### src/inc/dcef_pkg.sv
// Package: register map, flag positions and reset values for the channel event flags
package dcef_pkg;
  // ----------------------------------------
  // Register offsets (byte addresses)
  // ----------------------------------------
  localparam logic [3:0] DCEF_EVENT_OFF = 4'h0;
  localparam logic [3:0] DCEF_MASK_OFF = 4'h4;
  localparam logic [3:0] DCEF_CFG_OFF = 4'h8;
  // ----------------------------------------
  // Flag positions
  // ----------------------------------------
  localparam int DCEF_ERR_BIT = 0;
  localparam int DCEF_ABORT_BIT = 1;
  localparam int DCEF_CELL_BIT = 2;
  localparam int DCEF_BLOCK_BIT = 3;
  localparam int DCEF_HALF_BIT = 4;
  localparam int DCEF_NFLAGS = 5;
  // ----------------------------------------
  // Config field positions and reset values
  // ----------------------------------------
  localparam int DCEF_CFG_AIRQ_LSB = 0;
  localparam int DCEF_CFG_AEN_BIT = 8;
  localparam logic [4:0] DCEF_FLAGS_RST = 5'h00;
  localparam logic [4:0] DCEF_MASK_RST = 5'h00;
  localparam logic [7:0] DCEF_AIRQ_RST = 8'hFF;
  localparam logic DCEF_AEN_RST = 1'b0;
  typedef logic [4:0] dcef_flags_t;
endpackage

### src/inc/dcef_evt_if.sv
// Interface: one event line into a sticky flag and the software clear
`timescale 1ns/100ps
`default_nettype none
interface dcef_evt_if;
  logic set;
  logic clr;
  logic flag;
  modport src (output set, output clr, input flag);
  modport dst (input set, input clr, output flag);
endinterface
`default_nettype wire

### src/rtl/dcef_flag.sv
// Module: one sticky event flag, set wins over a software clear
`timescale 1ns/100ps
`default_nettype none
module dcef_flag (
  input wire logic sys_clk,
  input wire logic rst_n,
  dcef_evt_if.dst ev
);
  logic flag_q;
  logic flag_d;
  // Set wins so an event in the clearing cycle is not lost
  assign flag_d = ev.set | (flag_q & ~ev.clr);
  always_ff @(posedge sys_clk) begin
    if (!rst_n) begin
      flag_q <= 1'b0;
    end else begin
      flag_q <= flag_d;
    end
  end
  assign ev.flag = flag_q;
endmodule
`default_nettype wire

### src/rtl/dcef_top.sv
// Module: DMA channel event flags with Wishbone register access
//
// Behaviour
// - Half-full when dest pointer equals half size
// - Block done when larger size bytes moved
// - Pattern match also sets block done
// - Cell done each cell size bytes moved
// - Matching abort irq aborts, sets abort flag
// - Invalid source or destination sets error
//
// Chosen here: the Wishbone slave port and the register addresses.
`timescale 1ns/100ps
`default_nettype none
module dcef_top
  import dcef_pkg::*;
(
  input wire logic sys_clk,
  input wire logic rst_n,
  input wire logic [31:0] wb_adr_i,
  input wire logic [31:0] wb_dat_i,
  input wire logic [3:0] wb_sel_i,
  input wire logic wb_we_i,
  input wire logic wb_cyc_i,
  input wire logic wb_stb_i,
  output logic [31:0] wb_dat_o,
  output logic wb_ack_o,
  input wire logic [15:0] dest_pointer,
  input wire logic [15:0] dest_size,
  input wire logic [15:0] source_size,
  input wire logic [15:0] cell_size,
  input wire logic [15:0] block_count,
  input wire logic [15:0] cell_count,
  input wire logic xfer_step,
  input wire logic pattern_match,
  input wire logic [255:0] irq_lines,
  input wire logic src_addr_err,
  input wire logic dst_addr_err,
  output logic abort_req,
  output logic irq
);
  // ----------------------------------------
  // Registers
  // ----------------------------------------
  logic [DCEF_NFLAGS-1:0] mask_q;
  logic [7:0] airq_q;
  logic aen_q;
  logic ack_q;
  logic [31:0] rdat_q;
  logic abort_q;
  logic irq_q;
  logic [DCEF_NFLAGS-1:0] flags;
  logic [DCEF_NFLAGS-1:0] set_vec;
  // ----------------------------------------
  // Bus decode
  // ----------------------------------------
  wire bus_req = wb_cyc_i & wb_stb_i & ~ack_q;
  wire bus_wr = bus_req & wb_we_i & wb_sel_i[0];
  wire hit_evt = (wb_adr_i[3:0] == DCEF_EVENT_OFF);
  wire hit_mask = (wb_adr_i[3:0] == DCEF_MASK_OFF);
  wire hit_cfg = (wb_adr_i[3:0] == DCEF_CFG_OFF);
  wire [DCEF_NFLAGS-1:0] clr_vec = (bus_wr && hit_evt) ? wb_dat_i[DCEF_NFLAGS-1:0] : '0;
  // Next flag and mask values, so the interrupt flop never lags a write
  wire [DCEF_NFLAGS-1:0] flags_d = set_vec | (flags & ~clr_vec);
  wire [DCEF_NFLAGS-1:0] mask_d = (bus_wr && hit_mask) ? wb_dat_i[DCEF_NFLAGS-1:0] : mask_q;
  logic [31:0] rdat_d;
  always_comb begin
    rdat_d = 32'h0000_0000;
    if (hit_evt) begin
      rdat_d[DCEF_NFLAGS-1:0] = flags;
    end else if (hit_mask) begin
      rdat_d[DCEF_NFLAGS-1:0] = mask_q;
    end else if (hit_cfg) begin
      rdat_d[DCEF_CFG_AIRQ_LSB +: 8] = airq_q;
      rdat_d[DCEF_CFG_AEN_BIT] = aen_q;
    end
  end
  // ----------------------------------------
  // Event detection
  // ----------------------------------------
  // Sizes assumed nonzero; a zero size would fire on every step
  wire [15:0] half_size = {1'b0, dest_size[15:1]};
  wire [15:0] big_size = (source_size > dest_size) ? source_size : dest_size;
  wire half_ev = xfer_step && (dest_pointer == half_size);
  wire block_ev = (xfer_step && (block_count == big_size)) | pattern_match;
  wire cell_ev = xfer_step && (cell_count == cell_size);
  wire abort_ev = aen_q && irq_lines[airq_q];
  wire err_ev = src_addr_err | dst_addr_err;
  assign set_vec = {half_ev, block_ev, cell_ev, abort_ev, err_ev};
  // ----------------------------------------
  // Sticky flags
  // ----------------------------------------
  genvar gi;
  generate
    for (gi = 0; gi < DCEF_NFLAGS; gi++) begin : g_flag
      dcef_evt_if ev ();
      assign ev.set = set_vec[gi];
      assign ev.clr = clr_vec[gi];
      assign flags[gi] = ev.flag;
      dcef_flag u_flag (.sys_clk(sys_clk), .rst_n(rst_n), .ev(ev));
    end
  endgenerate
  // ----------------------------------------
  // Clocked state
  // ----------------------------------------
  always_ff @(posedge sys_clk) begin
    if (!rst_n) begin
      mask_q <= DCEF_MASK_RST;
      airq_q <= DCEF_AIRQ_RST;
      aen_q <= DCEF_AEN_RST;
      ack_q <= 1'b0;
      rdat_q <= 32'h0000_0000;
      abort_q <= 1'b0;
      irq_q <= 1'b0;
    end else begin
      ack_q <= bus_req;
      rdat_q <= bus_req ? rdat_d : 32'h0000_0000;
      mask_q <= mask_d;
      if (bus_wr && hit_cfg) begin
        airq_q <= wb_dat_i[DCEF_CFG_AIRQ_LSB +: 8];
        aen_q <= wb_dat_i[DCEF_CFG_AEN_BIT];
      end
      // Abort request follows the abort flag; a clear while the source is high re-arms it
      abort_q <= abort_ev | (abort_q & ~clr_vec[DCEF_ABORT_BIT]);
      irq_q <= |(flags_d & mask_d);
    end
  end
  assign wb_ack_o = ack_q;
  assign wb_dat_o = rdat_q;
  assign abort_req = abort_q;
  assign irq = irq_q;

  // Every flag: a clear with no event empties it, no event keeps it empty
  genvar gc;
  generate
    for (gc = 0; gc < DCEF_NFLAGS; gc++) begin : g_chk

    end
  endgenerate
endmodule
`default_nettype wire

### config.mk
export PLATFORM = sky130hd
export DESIGN_NAME = dcef_top
export DESIGN_NICKNAME = d
export VERILOG_FILES = /design/src/inc/dcef_pkg.sv /design/src/inc/dcef_evt_if.sv /design/src/rtl/dcef_flag.sv /design/src/rtl/dcef_top.sv
export SDC_FILE = /design/constraint.sdc
export NUM_CORES = 1
export LEC_CHECK = 0
export CAP_MARGIN = 5
export CORE_AREA = 2 2 179 181
export DETAILED_ROUTE_END_ITERATION = 8
export DIE_AREA = 0 0 181 183
export DONT_BUFFER_PORTS = 1
export GPL_ROUTABILITY_DRIVEN = 0
export HOLD_SLACK_MARGIN = 0.08
export SYNTH_ARGS = -nofsm -noshare
export SYNTH_HDL_FRONTEND = slang
export SYNTH_SLANG_ARGS = --single-unit
### constraint.sdc
create_clock -name sys_clk -period 7.3 [get_ports sys_clk]
set_clock_uncertainty 0.15 [all_clocks]
set_input_delay 0.73 -clock sys_clk [delete_from_list [all_inputs] [get_ports sys_clk]]
set_output_delay 0.73 -clock sys_clk [all_outputs]
set_load 0.05 [all_outputs]
==> flow_summary.ini, run 1 <==
[status]
status = finished clean

[clock_tree]
postCtsSetupBuffers = 0
insertion_delay_ns = 0.28
clkTransAtPathRegs_ns = 0.06
ctsLongestPathBuffers = 2
cts_resized = 0
cts_root_buffer = clkbuf_16
ctsHoldBuffers = 0
tritoncts.num_buffers = 5
cts_max_level = 2
clkSinkCount = 31
cts_tree = yes

[timing]
worst_pin_slew_ns = 0.808
setup_ws_ns = 3.52
hold_viol = 0
slew_violations = 0
fin_crit_ns = 3.78
final_min_period_over_clock_period_pct = 51.8
holdWs_ns = 0.348
max_freq_mhz = 264
setup_viol = 0
relSlewSlack_pct = 44.8
rsz0062_at_grt = false
final.setup.tns_ns = 0

[setup_path]
critical_path.max_stage_delay_ns = 0.73
path_class = flip-flop to flip-flop
cp-start-kind = flip-flop
cpLargestDelayFamily = compound AO/OA/AOI/OAI gates
cp_max_fo = 38
required_ns = 7.32
cp_data_arrival_time_ns = 3.81
crit_buf_inv = 1
path_cells = buf_4 > mux4_2 > mux2i_1 > nor3_1 > nor3_1 > a211oi_1 > a211oi_2 > o21ai_1 > a21o_1
critPathCaptureType = flip-flop
cp_slowest_cell = dfxtp_4
cp_common_cell = nor3_1

[floorplanning]
dieArea_um2 = 33100
start_util_pct = 15.4
fp-row-count = 65
io_pins = 464
die_height_um = 183
core-area_um2 = 31200
die_x_um = 181

[synthesis]
ys_warn_count = 0
ys_seq_elements = 31
ys.flop_type = dfxtp_1
synth-edff-count = 0
async_flop_share_pct = 0
syn_area_per_cell_um2 = 9.30
syn_area_um2 = 4810
netlist_instances = 517
ys_types = 64
synth-seq-area-share_pct = 12.9

[power_and_ir_drop]
ir_worst_vdd_v = 0.0000922
combPwrFrac_pct = 26.8
power.switching_uw = 151
switching_share_pct = 29.3
p_seq_share_pct = 33.8
internal_power_uw = 364
power_leakage_nw = 1.98
powerDensity_nw_per_um2 = 97.6
power.share.clock_pct = 39.4

[global_route]
grt_pass1_vias = 4366
grt_util_all_layers_pct = 11.8
grt_max_degree = 64
gr-total-overflow = 0
antenna_found_initial = 10
grt_pass1_wl_mm = 28.6

[flow_run]
cap_violations = 0

[drt]
via_per_inst = 4.68
initialDrtViolationCount = 226
vias = 4248
drc = 0
wl_mm = 20.8
post_drt_wl_per_cell_um = 22.9
antenna_left = 0
dr.pass1.iters = 4

[cells_and_area]
syn_to_final_growth_pct = 9.69
drive_gt1_share_pct = 17.7
nets = 942

[placed_design]
port_buffers = 0
pre_cts_slack_ns = 3.46
hpwlAfterDp_mm = 18.4

[hold_path]
min_path_type = flip-flop to flip-flop
==> sequential cells by signal, indices dropped and copies added, names as in the netlist <==
register               count
aen_q                      1
abort_req                  1
irq                        1
g_flag.u_flag.ev.flag      5
wb_ack_o                   1
mask_q                     5
airq_q                     8
wb_dat_o                   9
==> cells in the final DEF, fill, tap and decap left out, types with 14 or more instances in the layout <==
cell type	count
mux4_2	52
nand2_1	42
mux2i_1	34
xnor2_1	30
dfxtp_1	28
xor2_1	27
inv_1	26
conb_1	23
nor2_1	22
ha_1	16
nand3_1	14
nor2b_1	14
a21oi_1	14
==> layout make-up <==
| class | instances | area, um2 |
|---|---|---|
| fillers | 3497 | 26000 |
| inverters | 26 | 97.6 |
| clock inverters | 3 | 18.8 |
| repair buffers | 6 | 45.0 |
| multi-input cells | 427 | 3830 |
| flip-flops and latches | 31 | 629 |
| diodes | 8 | 20.0 |
| clock buffers | 5 | 125 |
| well taps | 402 | 503 |
==> tightest hold or removal path: stages (launching register included) <==
cell and delay (ns):
dfxtp_1 0.33, nand2_1 0.06, a21boi_0 0.07
==> power by group through the flow <==
stage	clock network [mW]	registers (mW)	logic, mW
after floorplan	0	0.178	0.131
after global placement	0	0.178	0.137
after detailed placement	0	0.178	0.138
after CTS	0.214	0.174	0.138
after global routing	0.218	0.174	0.151
final	0.203	0.174	0.138
==> per-layer routing <==
layer	vias up	track usage, %	routed length [um]
met5	-	0	11
met4	2	4.91	719
met3	36	2.52	1760
met2	275	20.0	10200
met1	2050	14.6	8160
li1	1885	-	-
==> path summary, 6_finish.rpt <==
path | start | to | slack (ns) | cells after the start
min | g_flag[1].u_flag.ev.flag$_SDFF_PN0_ | g_flag[1].u_flag.ev.flag$_SDFF_PN0_ | 0.35 | 2
min reg2reg | g_flag[1].u_flag.ev.flag$_SDFF_PN0_ | g_flag[1].u_flag.ev.flag$_SDFF_PN0_ | 0.35 | 2
max | airq_q[0]$_SDFFE_PN1P_ | irq$_SDFF_PN0_ | 3.52 | 9
max reg2reg | airq_q[0]$_SDFFE_PN1P_ | irq$_SDFF_PN0_ | 3.52 | 9
==> cell families after synthesis <==
logic type / count (synthesis) / synth area share, %
adder cells (fa/ha/maj): 16 / 4.17
AND/OR/NAND/NOR: 151 / 16.7
flip-flops: 31 / 12.9
other: 1 / 0.0780
AO/OA/AOI/OAI: 82 / 12.3
buffers and inverters: 81 / 9.19
multiplexers: 98 / 34.3
XOR/XNOR: 57 / 10.4
==> metrics by stage <==
| step | utilization, % | power (mW) | cells | cell area, um2 |
|---|---|---|---|---|
| CTS | 16.8 | 0.526 | 900 | 5250 |
| global route | 16.9 | 0.544 | 906 | 5270 |
| global placement | 16.4 | 0.315 | 892 | 5110 |
| detailed placement | 16.4 | 0.316 | 892 | 5110 |
| finish | 16.9 | 0.515 | 908 | 5270 |
| floorplan | - | 0.309 | 539 | 4890 |
==> synthesized netlist by cell type, types with 11 or more instances <==
| cell | instances | share of area [%] |
|---|---|---|
| xnor2_1 | 30 | 5.5 |
| nor4_1 | 11 | 1.4 |
| mux2i_1 | 34 | 7.1 |
| buf_4 | 29 | 4.5 |
| clkbuf_1 | 11 | 0.86 |
| nand3_1 | 14 | 1.5 |
| nand4_1 | 11 | 1.4 |
| nand2_1 | 42 | 3.3 |
| ha_1 | 16 | 4.2 |
| mux4_2 | 52 | 24 |
| inv_1 | 26 | 2.0 |
| dfxtp_1 | 31 | 13 |
| nor2_1 | 22 | 1.7 |
| nor2b_1 | 14 | 1.8 |
| mux2_2 | 12 | 2.8 |
| xor2_1 | 27 | 4.9 |
| buf_2 | 11 | 1.1 |
| a21oi_1 | 14 | 1.5 |
No activity file was read; power rests on OpenSTA's default activity.
==> run 2: changes to the inputs <==
clock period = 3.5 ns   (was 7.3 ns; I/O delays follow)
==> run 2 against run 1 <==
Effect of this change: global-route usage up 0.42 points; critical endpoint unchanged; wire length increased by 4.3%; non-clock buffer count grew 26.
==> flow_summary.ini, run 2 (synthesis gave the netlist of run 1 again) <==
[status]
status = finished clean

[global_route]
grt_pass1_wl_mm = 29.4
grt_max_degree = 37
gr-total-overflow = 0
antenna_found_initial = 8
grt-busiest-layer = met2
grt_util_all_layers_pct = 12.2
met3_usage_pct = 2.44
grt_pass1_vias = 4434
met1_usage_pct = 15.1
use_met2_pct = 21.5

[setup_path]
cp_max_fo = 25
critPathCaptureType = flip-flop
crit_buf_inv = 1
cpLargestDelayFamily = compound AO/OA/AOI/OAI gates
path_class = flip-flop to flip-flop
path_cells = nor2b_1 > a2111oi_0 > o41ai_1 > nor3_1 > a211oi_1 > a211oi_2 > buf_4 > o21ai_1 > a21o_1
required_ns = 3.52
crit_start = airq_q[1]$_SDFFE_PN1P_
cp-start-kind = flip-flop
critical_path.max_stage_delay_ns = 0.83
timing.rr.start = airq_q[1]$_SDFFE_PN1P_
cp_slowest_cell = a2111oi_0
cp_data_arrival_time_ns = 3.15

[timing]
setup_ws_ns = 0.364
max_freq_mhz = 319
relSlewSlack_pct = 36.4
hold_viol = 0
setup_viol = 0
holdWs_ns = 0.101
worst_pin_slew_ns = 0.930
rsz0062_at_grt = false
final.setup.tns_ns = 0
final_min_period_over_clock_period_pct = 89.6
fin_crit_ns = 3.14
slew_violations = 0

[placed_design]
pre_cts_slack_ns = 0.378
hpwlAfterDp_mm = 18.8
dp_cells = 909
port_buffers = 0

[cells_and_area]
regArea_um2 = 629
drive_gt1_share_pct = 20.0
final_cell_count_no_fill = 933
multiInputGateArea_um2 = 3830
syn_to_final_growth_pct = 15.2
final_cell_mix = 52 x mux4_2, 42 x nand2_1, 34 x mux2i_1
fill_cells = 3498
final_common_cell = mux4_2
nets = 968
largest_reg_flops = 9

[clock_tree]
clkTransAtPathRegs_ns = 0.06
ctsLongestPathBuffers = 2
cts_root_buffer = clkbuf_16
cts_resized = 0
clkSinkCount = 31
cts_max_level = 2
tritoncts.num_buffers = 5
cts_tree = yes
insertion_delay_ns = 0.28

[floorplanning]
io_pins = 464
core-area_um2 = 31200
die_x_um = 181
start_util_pct = 15.4
dieArea_um2 = 33100
die_height_um = 183
fp-row-count = 65

[hold_path]
min_path_type = primary input to flip-flop
hp-start = wb_dat_i[8]

[power_and_ir_drop]
powerDensity_nw_per_um2 = 198
report.power.total_mw = 1.09
ir_worst_vdd_v = 0.000135
power_leakage_nw = 2.12

[drt]
wl_mm = 21.7
vias = 4336
initialDrtViolationCount = 243
antenna_left = 0
via_per_inst = 4.65
dr.pass1.iters = 4
drc = 0
post_drt_wl_per_cell_um = 23.3

[flow_run]
cap_violations = 0
==> run 2: changes by cell type in the layout (fill, tap and decap cells not counted), sizes merged <==
cell / previous run / this run
buf: 6 / 23
dlygate4sd3: 0 / 9
diode: 8 / 7
==> run 2: worst paths after layout <==
kind,slack [ns],cells past startpoint,to
worst max-delay path,0.36,9,irq$_SDFF_PN0_
worst min-delay path,0.10,2,aen_q$_SDFFE_PN0P_
worst max register to register,0.36,9,irq$_SDFF_PN0_
worst min register to register,0.35,2,g_flag[1].u_flag.ev.flag$_SDFF_PN0_
==> run 2: cell type report <==
type	count	area share, %
Sequential cell	31	11.4
Tap cell	402	9.08
Clock inverter	3	0.339
Inverter	26	1.76
Clock buffer	5	2.26
Multi-Input combinational cell	427	69.2
Timing Repair Buffer	32	5.65
Antenna cell	7	0.316
==> run 2: worst reg2reg max path: stages (launching register included) <==
cell       delay, ns
dfxtp_4         0.63
nor2b_1         0.10
a2111oi_0       0.83
o41ai_1         0.20
nor3_1          0.26
a211oi_1        0.17
a211oi_2        0.26
buf_4           0.18
o21ai_1         0.08
a21o_1          0.16
==> run 2: routing by layer <==
| layer | vias to the layer above | share of wire [%] |
|---|---|---|
| met4 | 2 | 2.3 |
| met5 | - | 0.060 |
| li1 | 1942 | - |
| met3 | 26 | 7.7 |
| met1 | 2095 | 40 |
| met2 | 271 | 50 |
==> run 2: metrics by stage <==
| stage | area, um2 | utilization (%) |
|---|---|---|
| after floorplan | 4890 | - |
| final | 5540 | 17.7 |
| after global routing | 5530 | 17.7 |
| after global placement | 5290 | 16.9 |
| after CTS | 5520 | 17.7 |
| after detailed placement | 5290 | 16.9 |
==> run 2: where the power goes <==
group / internal (mW) / leakage, nW / switching [mW]
registers: 0.355 / 0.250 / 0.00818
clock network: 0.262 / 0.0702 / 0.166
logic: 0.149 / 1.80 / 0.154
total: 0.766 / 2.12 / 0.327
==> run 2: repair_timing <==
| item | CTS | global route |
|---|---|---|
| buffers inserted | 0 | 0 |
| hold buffers | 9 | 0 |
| endpoints found under the hold margin | 18 | 0 |
==> run 3: changes to the inputs <==
CORE_AREA = 2 2 180 182   (was 2 2 179 181)
DIE_AREA = 0 0 182 184   (was 0 0 181 183)
SYNTH_HIERARCHICAL = 1   (was not set)
==> run 3 against run 2 <==
Effect of this change: critical path depth stayed put; combinational power is 6% higher; count of clock-buffer cells in the layout unchanged; die area increased by 1.1%; register-to-register slack improved by 0.18 ns; non-clock buffer count down 8; setup slack improved by 0.18 ns; total power up 7.1%; largest power group unchanged.
==> flow_summary.ini, run 3 <==
[global_route]
grt_pass1_wl_mm = 29.5
gr-total-overflow = 0
use_met2_pct = 18.7
grt_pass1_vias = 4208
grt_max_degree = 48
met3_usage_pct = 4.83
grt-busiest-layer = met2
grt_util_all_layers_pct = 12.3
met1_usage_pct = 16.4
antenna_found_initial = 13

[timing]
slew_violations = 0
hold_viol = 0
setup_viol = 0
relSlewSlack_pct = 49.5
rsz0062_at_grt = false
worst_pin_slew_ns = 0.751
final_min_period_over_clock_period_pct = 84.6
final.setup.tns_ns = 0
fin_crit_ns = 2.96
max_freq_mhz = 338

[drt]
post_drt_wl_per_cell_um = 24.4
initialDrtViolationCount = 300
drc = 0
vias = 4353
antenna_left = 0
dr.pass1.iters = 5
via_per_inst = 4.72
wl_mm = 22.5

[clock_tree]
ctsLongestPathBuffers = 2
clkTransAtPathRegs_ns = 0.05
tritoncts.num_buffers = 5
cts_resized = 0
insertion_delay_ns = 0.27
clkSinkCount = 31
cts_tree = yes
cts_root_buffer = clkbuf_16
cts_max_level = 2

[setup_path]
cp-start-kind = flip-flop
path_class = flip-flop to flip-flop
critPathCaptureType = flip-flop
r2r_slack_ns = 0.54
required_ns = 3.51
critical_path.max_stage_delay_ns = 0.58
cp_slowest_cell = mux4_2
cp_data_arrival_time_ns = 2.97
path_cells = buf_12 > mux4_2 > mux2i_1 > a2bb2oi_1 > o311ai_0 > nor2_1 > a21oi_2 > o2111a_1 > o21ai_1
cp_max_fo = 47

[synthesis]
ys_seq_elements = 31
synthSimpleGateAreaFrac_pct = 16.3
yosysTopAreaCell = mux4_2
synth_top_area_share_pct = 29.1
synth_top_family_by_area = multiplexers
synth_compound_gate_area_share_pct = 12.4
netlist_top_cells_count = 63 x mux4_2, 39 x inv_1, 34 x nand2_1
netlist_instances = 503
ys.flop_type = dfxtp_1
synth-seq-area-share_pct = 12.7
syn_area_um2 = 4880
async_flop_share_pct = 0
syn_area_per_cell_um2 = 9.70
yosys.cell_count.top_type = mux4_2
synth_adder_area_share_pct = 4.10
synthTopCellsByArea = mux4_2 29%, dfxtp_1 13%, xnor2_1 5.2%, buf_4 5.1%, ha_1 4.1%
ys_warn_count = 6
synth_mux_area_share_pct = 35.6
synth-edff-count = 0
ys_types = 64
synth_xor_area_share_pct = 8.62

[power_and_ir_drop]
ir_worst_vdd_v = 0.000171
powerDensity_nw_per_um2 = 211
report.power.total_mw = 1.17
power_leakage_nw = 2.03

[cells_and_area]
final_common_cell = mux4_2
nets = 952
syn_to_final_growth_pct = 13.6
drive_gt1_share_pct = 20.1
final_cell_count_no_fill = 922
utilization_pct = 17.7
final_cell_mix = 63 x mux4_2, 39 x inv_1, 34 x nand2_1
largest_reg_flops = 9

[placed_design]
dp_cells = 893
hpwlAfterDp_mm = 20.0
port_buffers = 0

[floorplanning]
start_util_pct = 15.5
die_x_um = 182
core-area_um2 = 31400
fp-row-count = 65
dieArea_um2 = 33500
io_pins = 464
die_height_um = 184

[flow_run]
cap_violations = 0

[hold_path]
min_path_type = primary input to flip-flop

[status]
status = finished clean
[run 3: path summary, 6_finish.rpt]
kind,to,cells past startpoint,startpoint
min reg2reg,wb_dat_o[5]$_SDFF_PP0_,1,airq_q[5]$_SDFFE_PN1P_
max reg2reg,irq$_SDFF_PN0_,9,airq_q[0]$_SDFFE_PN1P_
max,irq$_SDFF_PN0_,9,airq_q[0]$_SDFFE_PN1P_
min,aen_q$_SDFFE_PN0P_,2,wb_dat_i[8]
[run 3: cell families after synthesis]
kind of cell / count (synthesis)
compound gates: 90
xor+xnor: 48
mux: 88
buf+inv: 88
simple gates: 141
other cells: 1
flops: 31
fa+ha+maj: 16
[run 3: metal layers]
metal	vias up	part of all wire [%]	wire length, um
met3	20	12	2640
met4	8	0.88	198
met2	294	46	10400
met5	-	0.19	42
met1	2129	41	9250
li1	1902	-	-
[run 3: repair_timing]
action / 4_1_cts / 5_1_grt
hold buffers: 9 / 0
endpoints found under the hold margin: 18 / 0
setup buffers: 0 / 0
[run 3: final cells by class]
| type | count | area [um2] |
|---|---|---|
| flip-flops and latches | 31 | 629 |
| repair buffers | 24 | 228 |
| diodes | 12 | 30.0 |
| fillers | 3504 | 25800 |
| well taps | 402 | 503 |
| multi-input cells | 406 | 3840 |
| inverters | 39 | 146 |
| clock inverters | 3 | 38.8 |
| clock buffers | 5 | 125 |
[run 3: worst max-delay path: cells and delay by family, from the launching register on]
family | cells | cell delay (ns)
AOI/OAI and AO/OA | 5 | 1.02
buffers and inverters | 1 | 0.30
DFF | 1 | 0.35
muxes | 2 | 0.85
and+or+nand+nor | 1 | 0.12
[run 3: through the flow]
step / hold WS [ns] / cell area, um2 / worst slack [ns]
after floorplan: 0.311 / 4960 / 0.957
after global placement: 0.271 / 5260 / 0.503
after detailed placement: 0.272 / 5260 / 0.473
after CTS: 0.0907 / 5510 / 0.477
after global routing: 0.115 / 5530 / 0.314
final: 0.0967 / 5540 / 0.540
[run 3: report_power, final]
group | leakage, nW | total [mW] | internal [mW] | switching [mW]
combinational | 1.70 | 0.322 | 0.156 | 0.166
sequential | 0.250 | 0.363 | 0.355 | 0.00811
clock | 0.0813 | 0.486 | 0.331 | 0.154
total | 2.03 | 1.17 | 0.843 | 0.328
